===== config.mk =====
export PLATFORM = sky130hd
export DESIGN_NAME = ctb_time_base
export DESIGN_NICKNAME = d
export VERILOG_FILES = /design/src/rtl/ctb_time_base.v
export VERILOG_INCLUDE_DIRS = /design/src /design/src/rtl
export SDC_FILE = /design/constraint.sdc
export NUM_CORES = 1
export LEC_CHECK = 0
export CELL_PAD_IN_SITES_DETAIL_PLACEMENT = 0
export CELL_PAD_IN_SITES_GLOBAL_PLACEMENT = 1
export CORE_UTILIZATION = 50
export CTS_CLUSTER_SIZE = 8
export DETAILED_ROUTE_END_ITERATION = 12
export DONT_BUFFER_PORTS = 1
export GPL_TIMING_DRIVEN = 0
export PLACE_DENSITY = 0.88
export SETUP_SLACK_MARGIN = 0.3
export SLEW_MARGIN = 15
export SYNTH_ARGS = -nofsm -noshare
export SYNTH_HDL_FRONTEND = slang
export SYNTH_SLANG_ARGS = --single-unit

===== constraint.sdc =====
create_clock -name clock -period 6.6 [get_ports clock]
set_input_delay 0 -clock clock [delete_from_list [all_inputs] [get_ports clock]]
set_output_delay 0 -clock clock [all_outputs]
set_load 0.03 [all_outputs]

===== src/rtl/ctb_consts.vh =====
// Constants for the capture/compare time base block
`ifndef CTB_CONSTS_VH
`define CTB_CONSTS_VH

// ------------------------------------------------------------
// Register byte offsets
// ------------------------------------------------------------
`define CTB_OFF_CONTROL   12'h000
`define CTB_OFF_TIMER_A   12'h004
`define CTB_OFF_TIMER_B   12'h008
`define CTB_OFF_RELOAD_A  12'h00c
`define CTB_OFF_RELOAD_B  12'h010
`define CTB_OFF_FLAGS     12'h014

// ------------------------------------------------------------
// Control field positions
// ------------------------------------------------------------
`define CTB_SEL_A_LSB     0
`define CTB_MODE_A_BIT    3
`define CTB_RUN_A_BIT     6
`define CTB_SEL_B_LSB     8
`define CTB_MODE_B_BIT    11
`define CTB_RUN_B_BIT     14
`define CTB_CONTROL_MASK  16'h4f4f
`define CTB_CONTROL_RESET 16'h0000

// ------------------------------------------------------------
// Timing
// ------------------------------------------------------------
// One system-clock cycle is one state; base prescale is 8 states (16 osc periods)
`define CTB_BASE_STATES   8
`define CTB_PRESCALE_W    11

`endif


===== src/rtl/ctb_time_base.v =====
// Two 16-bit up-counting time bases with reload, prescaler and counter mode, APB slave
`timescale 1ns/1ps
`include "ctb_consts.vh"

module ctb_time_base #(
  parameter PRESCALE_W = `CTB_PRESCALE_W
) (
  // Clock and reset
  input  wire        clock,
  input  wire        rst,
  // APB slave
  input  wire        psel,
  input  wire        penable,
  input  wire        pwrite,
  input  wire [11:0] paddr,
  input  wire [31:0] pwdata,
  output reg  [31:0] prdata,
  output wire        pready,
  output wire        pslverr,
  // External count pin and companion timer event
  input  wire        ext_count_pin,
  input  wire        companion_timer_event,
  // Interrupt requests
  output wire        irq_a,
  output wire        irq_b
);

  // ------------------------------------------------------------
  // Registers
  // ------------------------------------------------------------
  reg  [15:0]           time_base_control;
  reg  [15:0]           timer_a;
  reg  [15:0]           timer_b;
  reg  [15:0]           reload_a;
  reg  [15:0]           reload_b;
  reg                   overflow_flag_a;
  reg                   overflow_flag_b;
  reg                   irq_enable_a;
  reg                   irq_enable_b;
  reg  [PRESCALE_W-1:0] prescale;
  reg                   pin_meta;
  reg                   pin_sync;
  reg                   pin_last;
  reg                   comp_last;
  reg                   tick_b_late;

  wire                  wr_en = psel & penable & pwrite;
  wire                  addr_ok;

  wire [2:0] input_select_a = time_base_control[`CTB_SEL_A_LSB+2:`CTB_SEL_A_LSB];
  wire [2:0] input_select_b = time_base_control[`CTB_SEL_B_LSB+2:`CTB_SEL_B_LSB];
  wire       mode_bit_a     = time_base_control[`CTB_MODE_A_BIT];
  wire       mode_bit_b     = time_base_control[`CTB_MODE_B_BIT];
  wire       run_bit_a      = time_base_control[`CTB_RUN_A_BIT];
  wire       run_bit_b      = time_base_control[`CTB_RUN_B_BIT];

  assign pready  = 1'b1;
  assign pslverr = psel & penable & ~addr_ok;
  assign addr_ok = (paddr == `CTB_OFF_CONTROL) | (paddr == `CTB_OFF_TIMER_A) |
                   (paddr == `CTB_OFF_TIMER_B) | (paddr == `CTB_OFF_RELOAD_A) |
                   (paddr == `CTB_OFF_RELOAD_B) | (paddr == `CTB_OFF_FLAGS);

  // ------------------------------------------------------------
  // Prescaler and event detection
  // ------------------------------------------------------------
  // A free-running divider: a run bit set mid-interval sees its first tick within one interval
  always @(posedge clock) begin
    if (rst) begin
      prescale    <= {PRESCALE_W{1'b0}};
      pin_meta    <= 1'b0;
      pin_sync    <= 1'b0;
      pin_last    <= 1'b0;
      comp_last   <= 1'b0;
    end else begin
      prescale    <= prescale + 1'b1;
      pin_meta    <= ext_count_pin;
      pin_sync    <= pin_meta;
      pin_last    <= pin_sync;
      comp_last   <= companion_timer_event;
    end
  end

  // Tick when all low bits of the divider are ones; 8 states times 2^select
  function tick_of;
    input [PRESCALE_W-1:0] cnt;
    input [2:0]            sel;
    reg   [PRESCALE_W-1:0] mask;
    begin
      mask    = ({{(PRESCALE_W-1){1'b0}}, 1'b1} << ({1'b0, sel} + 4'd3)) - 1'b1;
      tick_of = ((cnt & mask) == mask);
    end
  endfunction

  wire pin_rise  = pin_sync & ~pin_last;
  wire pin_fall  = ~pin_sync & pin_last;
  wire comp_rise = companion_timer_event & ~comp_last;

  reg  inc_a;
  reg  inc_b_now;
  always @* begin
    if (!mode_bit_a)
      inc_a = tick_of(prescale, input_select_a);
    else begin
      case (input_select_a[1:0])
        2'b00:   inc_a = comp_rise;
        2'b01:   inc_a = pin_rise;
        2'b10:   inc_a = pin_fall;
        default: inc_a = pin_rise | pin_fall;
      endcase
    end
    inc_a = inc_a & run_bit_a;
    if (!mode_bit_b)
      inc_b_now = tick_of(prescale, input_select_b);
    else
      inc_b_now = (input_select_b[1:0] == 2'b00) & comp_rise;
    inc_b_now = inc_b_now & run_bit_b;
  end

  // Timer B always serviced one state after its due event, so it trails timer A
  always @(posedge clock) begin
    if (rst)
      tick_b_late <= 1'b0;
    else
      tick_b_late <= inc_b_now;
  end

  // ------------------------------------------------------------
  // Register decode
  // ------------------------------------------------------------
  wire wr_ctl   = wr_en & (paddr == `CTB_OFF_CONTROL);
  wire wr_ta    = wr_en & (paddr == `CTB_OFF_TIMER_A);
  wire wr_tb    = wr_en & (paddr == `CTB_OFF_TIMER_B);
  wire wr_ra    = wr_en & (paddr == `CTB_OFF_RELOAD_A);
  wire wr_rb    = wr_en & (paddr == `CTB_OFF_RELOAD_B);
  wire wr_fl    = wr_en & (paddr == `CTB_OFF_FLAGS);
  wire rd_setup = psel & ~penable & ~pwrite;

  // ------------------------------------------------------------
  // Overflow detection
  // ------------------------------------------------------------
  // A CPU write in the same state cancels the reload, so that overflow raises no flag
  wire ovf_a = inc_a & (timer_a == 16'hffff) & ~wr_ta;
  wire ovf_b = tick_b_late & (timer_b == 16'hffff) & ~wr_tb;

  // ------------------------------------------------------------
  // Control and reload registers
  // ------------------------------------------------------------
  reg  [15:0] next_control;
  reg  [15:0] next_reload_a;
  reg  [15:0] next_reload_b;
  always @* begin
    next_control  = time_base_control;
    next_reload_a = reload_a;
    next_reload_b = reload_b;
    if (wr_ctl)
      next_control = pwdata[15:0] & `CTB_CONTROL_MASK;
    if (wr_ra)
      next_reload_a = pwdata[15:0];
    if (wr_rb)
      next_reload_b = pwdata[15:0];
  end

  always @(posedge clock) begin
    if (rst) begin
      time_base_control <= `CTB_CONTROL_RESET;
      reload_a          <= 16'h0000;
      reload_b          <= 16'h0000;
    end else begin
      time_base_control <= next_control;
      reload_a          <= next_reload_a;
      reload_b          <= next_reload_b;
    end
  end

  // ------------------------------------------------------------
  // Timers
  // ------------------------------------------------------------
  reg  [15:0] next_timer_a;
  reg  [15:0] next_timer_b;
  // Priority: CPU write, then reload on overflow, then plain increment
  always @* begin
    next_timer_a = timer_a;
    if (wr_ta)
      next_timer_a = pwdata[15:0];
    else if (ovf_a)
      next_timer_a = reload_a;
    else if (inc_a)
      next_timer_a = timer_a + 16'h0001;
  end

  always @* begin
    next_timer_b = timer_b;
    if (wr_tb)
      next_timer_b = pwdata[15:0];
    else if (ovf_b)
      next_timer_b = reload_b;
    else if (tick_b_late)
      next_timer_b = timer_b + 16'h0001;
  end

  always @(posedge clock) begin
    if (rst) begin
      timer_a <= 16'h0000;
      timer_b <= 16'h0000;
    end else begin
      timer_a <= next_timer_a;
      timer_b <= next_timer_b;
    end
  end

  // ------------------------------------------------------------
  // Overflow flags and request enables
  // ------------------------------------------------------------
  reg         next_flag_a;
  reg         next_flag_b;
  reg         next_enable_a;
  reg         next_enable_b;
  // Write one clears a flag, but an overflow in the same state keeps it set
  always @* begin
    next_enable_a = irq_enable_a;
    next_enable_b = irq_enable_b;
    next_flag_a   = overflow_flag_a;
    next_flag_b   = overflow_flag_b;
    if (wr_fl) begin
      next_enable_a = pwdata[2];
      next_enable_b = pwdata[3];
      if (pwdata[0])
        next_flag_a = 1'b0;
      if (pwdata[1])
        next_flag_b = 1'b0;
    end
    if (ovf_a)
      next_flag_a = 1'b1;
    if (ovf_b)
      next_flag_b = 1'b1;
  end

  always @(posedge clock) begin
    if (rst) begin
      irq_enable_a    <= 1'b0;
      irq_enable_b    <= 1'b0;
      overflow_flag_a <= 1'b0;
      overflow_flag_b <= 1'b0;
    end else begin
      irq_enable_a    <= next_enable_a;
      irq_enable_b    <= next_enable_b;
      overflow_flag_a <= next_flag_a;
      overflow_flag_b <= next_flag_b;
    end
  end

  // Requests only reach the CPU while enabled; the flag itself stays readable
  assign irq_a = overflow_flag_a & irq_enable_a;
  assign irq_b = overflow_flag_b & irq_enable_b;

  // ------------------------------------------------------------
  // Read data
  // ------------------------------------------------------------
  reg  [31:0] next_prdata;
  // Captured in the setup cycle so that the access phase needs no wait state
  always @* begin
    next_prdata = prdata;
    if (rd_setup) begin
      case (paddr)
        `CTB_OFF_CONTROL:  next_prdata = {16'h0000, time_base_control};
        `CTB_OFF_TIMER_A:  next_prdata = {16'h0000, timer_a};
        `CTB_OFF_TIMER_B:  next_prdata = {16'h0000, timer_b};
        `CTB_OFF_RELOAD_A: next_prdata = {16'h0000, reload_a};
        `CTB_OFF_RELOAD_B: next_prdata = {16'h0000, reload_b};
        `CTB_OFF_FLAGS:    next_prdata = {28'h0000000, irq_enable_b, irq_enable_a,
                                          overflow_flag_b, overflow_flag_a};
        default:           next_prdata = 32'h0000_0000;
      endcase
    end
  end

  always @(posedge clock) begin
    if (rst)
      prdata <= 32'h0000_0000;
    else
      prdata <= next_prdata;
  end

endmodule // ctb_time_base


Word level (Yosys, flattened, before mapping)
Cells that the tools add are included.

Add/subtract/negate cells: 7. Multiply operators: 0. Div/mod/pow operators: 0. Order comparisons: 0. Eq/ne operators: 11. Shift-type cells: 2. Multiplexer cells: 16. Bitwise gates (word level): 39. Reduce and logical (&&, ||, !) cells: 11.

Operator list (number): $mux W16 (6); $pmux W16 S6 (1); $add A16 B1 Y16 const B (2); $eq A16 B16 Y1 const B (2); $eq A12 B4 Y1 const B (2); $eq A12 B5 Y1 const B (2); $and A1 B1 Y1 (23); $and A11 B11 Y11 (2); $eq A11 B11 Y1 (2); $shl A1 B4 Y11 const A (2); $sub A11 B1 Y11 const B (2); $eq A12 B3 Y1 const B (1); $logic_not A12 Y1 (1); $add A11 B1 Y11 const B (1); $add A3 B2 Y4 const B (2); $mux W1 (8); $not A1 Y1 (8); $reduce_bool A2 Y1 (4); $or A1 B1 Y1 (6); $reduce_bool A3 Y1 (2); $logic_not A2 Y1 (2); $reduce_and A2 Y1 (2); $pmux W1 S3 (1); $eq A2 B1 Y1 const B (1); $eq A2 B2 Y1 const B (1).

Register bits after elaboration: 126. Bits in latches: 0. Memory bits (writable): 0. Memory bits (read-only): 0. Input port bits: 51. Output and inout bits: 36. Word-level logic and storage cells: 102. Memories: 0.

Logic depth before layout (Yosys ltp)
Word-level depth: 11. Gate-level depth with buffers: 10. Mapped depth without buffers: 8.

Worst setup path before layout
Ideal clock, no wire load.

Path type: register -> register. Start point: reg timer_a[0]. End point: reg timer_a[0]. Library setup time: 0.116 ns. Arrival time: 2.004 ns. Required time: 6.484 ns. Path slack: 4.480 ns. Cell stages (with the launch flop): 10. Path buffers: 3. Clock period less this slack: 2.120 ns. Cells stage by stage: dfxtp_1 ha_1 and2_1 clkbuf_1 and3_1 nor2b_1 buf_2 clkbuf_1 o21ai_0 a31o_2.

Cells in the longest elaborated chain, start to end: 5. Elaborated cells on any way between the ends: 8. Those cells by class: 1 x add/sub; 1 x eq/ne; 3 x mux; 2 x bitwise; 1 x reduce/logical.

Ends and longest elaborated chain: start, declared (line ctb_time_base.v:32) `reg [15:0] timer_a;`; start signal, assigned (line ctb_time_base.v:206) `timer_a <= next_timer_a;`; branches (longest 5 deep; another with $add A16 B1 Y16).

Several ways; the timed one is not identified. The select of a mux whose other input is x is not followed. A chain may end at the register's enable or synchronous reset.

Worst setup path in the final report
Start point: reg time_base_control[2]. End point: reg timer_a[1].

Cells in the longest elaborated chain, start to end: 11. Elaborated cells on any way between the ends: 12. Those cells by class: 2 x add/sub; 1 x eq/ne; 1 x shift; 3 x mux; 4 x bitwise; 1 x reduce/logical.

Ends and longest elaborated chain: start, declared (line ctb_time_base.v:31) `reg [15:0] time_base_control;`; start signal, assigned (line ctb_time_base.v:165) `` time_base_control <= `CTB_CONTROL_RESET; ``; start signal, assigned (line ctb_time_base.v:169) `time_base_control <= next_control;`; $add A3 B2 Y4 * (line ctb_time_base.v:89) `mask = ({{(PRESCALE_W-1){1'b0}}, 1'b1} << ({1'b0, sel} + 4'd3)) - 1'b1;`; $shl A1 B4 Y11 * (line ctb_time_base.v:89); $sub A11 B1 Y11 * (line ctb_time_base.v:89); $and A11 B11 Y11 (line ctb_time_base.v:90) `tick_of = ((cnt & mask) == mask);`; $eq A11 B11 Y1 * (line ctb_time_base.v:90); $mux W1 * (line ctb_time_base.v:101) `if (!mode_bit_a)`; $and A1 B1 Y1 * (line ctb_time_base.v:111) `inc_a = inc_a & run_bit_a;`; $and A1 B1 Y1 (2 in series) (line ctb_time_base.v:142) `wire ovf_a = inc_a & (timer_a == 16'hffff) & ~wr_ta;`; $mux W16 (line ctb_time_base.v:185) `else if (ovf_a)`; $mux W16 (line ctb_time_base.v:183) `if (wr_ta)`.

Every way passes the cells marked *; elsewhere a longest branch is shown, timed or not.

==> results <==
- In this run the worst path has a maximum fanout of 9.
- The post-cts repair resize count is 0.
- The core area is roughly 11000 sq um.
- The total congestion overflow is 0.
- Global routing consumed, over all layers together, around 34% of the routing resources.
- The post-synthesis cell type with the largest combined area is sky130_fd_sc_hd__dfxtp_1.
- Using the TritonRoute via totals, the vias-per-cell ratio works out to roughly 6.4.
- The synthesized area divided by synthesized cell count is 7.75 sq um.
- For the worst setup path, the data arrival time is roughly 3 ns.
- The measured slew at the worst slew-check pin is a little over 0.9 ns.
- The clock sink count is 110.
- The die area is ~12000 sq um.
- The total of warnings raised by yosys is 0.
- The setup slack at placement is ~3.9 ns.
- By area the synthesized netlist is led by sky130_fd_sc_hd__dfxtp_1 37%, sky130_fd_sc_hd__nand2_1 8.6%, sky130_fd_sc_hd__a21oi_1 7.1%.
- Dividing the final minimum period by the clock period gives between 40% and 50%.
- After detailed routing, the average wire length per cell comes to between 20 and 25 microns.
- For this run, the top clock speed supported by timing is approximately 0.36 GHz.
- The die is 111 microns tall.
- The hold violation count in the final report is 0.
- In this run the count of I/O pins placed on the die edge is slightly below 90.
- The required time reported for the critical path endpoint is about 6.9 ns.
- The largest voltage drop on the vdd net is around 0.18 mV.
- The filler cells instantiated in the layout total roughly 1.1k.
- After detailed routing, the total wire length is about 20 mm.
- The number of DRC markers after the initial detailed-route iteration is 663.
- The number of clock buffers inserted by TritonCTS is 9.
- The initial core utilization is about half.
- The most used flip-flop cell after synthesis is sky130_fd_sc_hd__dfxtp_1.
- The pre-antenna-repair detailed-routing pass consisted of 5 iterations.
- Counting flops with a built-in enable in the synthesized netlist gives 0.
- Of the cells placed in the final design, the portion with a size suffix greater than 1 is about 7.6%.
- The power density over the cells is between 200 and 250 nW/um^2.
- The worst path meets setup with about 3.8 ns of slack.
- The flow ran to the end, and the final reports show no timing, DRC or antenna violations.
- The initial antenna violation count came to 2.
- The clock tree skew after final layout is approximately 0.0080 ns.
- From synthesis to final layout, the design area changed by 13.1%.
- Of the synthesized area, sequential elements account for around 37%.
- The worst setup path category is reg2reg.
- For flop-to-flop paths, the worst setup slack is about 3.8 ns.
- Clock-pin slew was measured on the worst setup and hold paths at around 0.07 ns.
- The number of max-slew violations in the final report is 0.
- Across the run, the number of max-cap violations was 0.
- The clock tree from TritonCTS is done.
- Of all flip-flops after synthesis, the portion carrying an async set or reset was 0%.
- After routing, the total negative slack on setup checks comes to 0 ns.
- The startpoint kind of the worst setup timing path is a flip-flop.
- Detailed placement ended at an HPWL of ~15 mm.
- The fraction of synthesized cell area taken by the top area cell type is a little under two fifths.
- The post-detailed-route count of antenna-violating nets is 0.
- In this run the number of H-tree levels came out at 3.
- The worst slew margin relative to its limit is just under 40%.
- The final layout contains 870 nets.
- In this run, distinct cell masters in the synthesized netlist total 62.
- The first global-routing pass estimated 32.4 mm of wire.
- The maximum number of pins on one net before global-route repair is 17.
- The worst-case clock buffer depth is 2.
- The later pin in the worst-skew pair is clocked with a latency of approximately 0.36 ns.
- In this run the static leakage power is about 2.3 nW.
- The count of port buffers added during placement is 0.
- The cell area that synthesis handed to floorplanning was slightly below 6000 sq um.
- Subtracting the final worst setup slack from the clock period gives roughly 2.8 ns.
- The standard-cell row count is 39.
- In the routed design, unresolved DRC markers number 0.
- In this run the horizontal extent of the chip is between 100 and 150 microns.
- The tightest min-delay check is of the in2reg type.
- The category of the worst setup path capture point is a flip-flop.
- The number of setup buffers added after CTS is 0.
- The number of flip-flops and latches in the synthesized netlist is 110.
- The number of setup violations in the final report is 0.
- Summing over every cut layer, the via total after detailed routing is ~6.1k.
- Routability-driven placement finished with a final weighted congestion of approximately 0.95.
- The synthesized instance count is ~760.
- The tree is rooted in a sky130_fd_sc_hd__clkbuf_16.
- Setup repair after global routing left no endpoint under its margin.
- The number of global-route vias before repair is between 5k and 6k.
cells by family (layout without fill, tap and decap cells):
kind of cell | count (synthesis) | in the layout | synth area share (%)
other cells | 2 | 23 | 0.127
xor+xnor | 15 | 15 | 2.22
buf+inv | 82 | 117 | 6.86
mux | 7 | 7 | 1.19
simple gates | 310 | 310 | 25.1
fa+ha+maj | 7 | 7 | 1.48
flops | 110 | 110 | 37.3
compound gates | 229 | 229 | 25.8
worst max-delay path, stage by stage (launching register included):
cell and delay, ns:
sky130_fd_sc_hd__dfxtp_1 0.30, sky130_fd_sc_hd__buf_2 0.16, sky130_fd_sc_hd__inv_1 0.09, sky130_fd_sc_hd__o21ai_0 0.08
sky130_fd_sc_hd__or4b_1 0.51, sky130_fd_sc_hd__o31ai_1 0.79, sky130_fd_sc_hd__nor2_1 0.34, sky130_fd_sc_hd__a221o_1 0.38
registers in the layout, summed over array words and instances (netlist names):
name / count
timer_a: 16
timer_b: 16
reload_b: 16
tick_b_late: 1
pin_sync: 1
reload_a: 16
overflow_flag_a: 1
pin_last: 1
overflow_flag_b: 1
prescale: 11
time_base_control: 10
irq_enable_b: 1
pin_meta: 1
irq_enable_a: 1
comp_last: 1
prdata: 16
area by class of cell:
type / count / area [sq um] / area share, %
Timing Repair Buffer: 20 / 200 / 3.00
Buffer: 71 / 364 / 5.45
Antenna cell: 2 / 5.00 / 0.0749
Sequential cell: 110 / 2200 / 33.0
Clock buffer: 13 / 280 / 4.19
Clock inverter: 2 / 38.8 / 0.581
Inverter: 11 / 41.3 / 0.618
Multi-Input combinational cell: 589 / 3370 / 50.4
Tap cell: 143 / 179 / 2.68
power breakdown:
group          internal (mW)  switching, mW  total (mW)
logic                 0.0295         0.0585      0.0880
registers              0.669        0.00971       0.679
clock network          0.335          0.253       0.588
cell usage after synthesis, drive strengths merged, types with 9 or more instances:
library cell  number
a222oi             9
inv               11
xnor2             10
nand4             10
and3              21
a22oi             10
nand3             35
nor3              20
a21oi             84
nand2            136
o21ai             40
clkbuf            33
dfxtp            110
and2              14
nor2              36
buf               38
a22o              23
worst paths after layout:
kind	end	cells past startpoint	from
max	timer_a[1]	7	time_base_control[2]
min	prdata[6]	3	pwrite
max reg2reg	timer_a[1]	7	time_base_control[2]
min reg2reg	pin_sync	1	pin_meta
through the flow:
stage | area [sq um] | util [%] | total power, mW | hold slack [ns] | cells
after global routing | 6680 | 58.2 | 1.39 | 0.103 | 959
after global placement | 6160 | 53.7 | 0.758 | 0.122 | 924
after CTS | 6680 | 58.2 | 1.36 | 0.0673 | 959
after floorplan | 5980 | - | 0.744 | 0.115 | 781
final | 6680 | 58.3 | 1.35 | 0.0855 | 961
after detailed placement | 6160 | 53.7 | 0.759 | 0.126 | 924
routing by layer:
| layer | global-route usage, % | wire length (microns) | up-vias |
|---|---|---|---|
| met2 | 52.3 | 9390 | 305 |
| met3 | 8.47 | 1890 | 53 |
| li1 | - | - | 2830 |
| met4 | 14.6 | 571 | 2 |
| met1 | 45.3 | 8580 | 2920 |
| met5 | 0 | 13 | - |
timing repair:
action,4_1_cts,5_1_grt
endpoints found under the setup margin,0,0
endpoints found under the hold margin,84,0
hold buffers,20,0
cell usage in the layout (no fill, tap or decap), types with 11 or more instances in the layout:
cell,instances
sky130_fd_sc_hd__buf_2,20
sky130_fd_sc_hd__nand3_1,35
sky130_fd_sc_hd__o21ai_0,40
sky130_fd_sc_hd__inv_1,11
sky130_fd_sc_hd__conb_1,21
sky130_fd_sc_hd__dlygate4sd3_1,20
sky130_fd_sc_hd__nor2_1,36
sky130_fd_sc_hd__dfxtp_1,110
sky130_fd_sc_hd__and3_1,21
sky130_fd_sc_hd__a22o_1,23
sky130_fd_sc_hd__a21oi_1,84
sky130_fd_sc_hd__nor3_1,20
sky130_fd_sc_hd__clkbuf_1,32
sky130_fd_sc_hd__and2_1,14
sky130_fd_sc_hd__nand2_1,136
sky130_fd_sc_hd__buf_4,17
No activity file was read; power rests on OpenSTA's default activity.
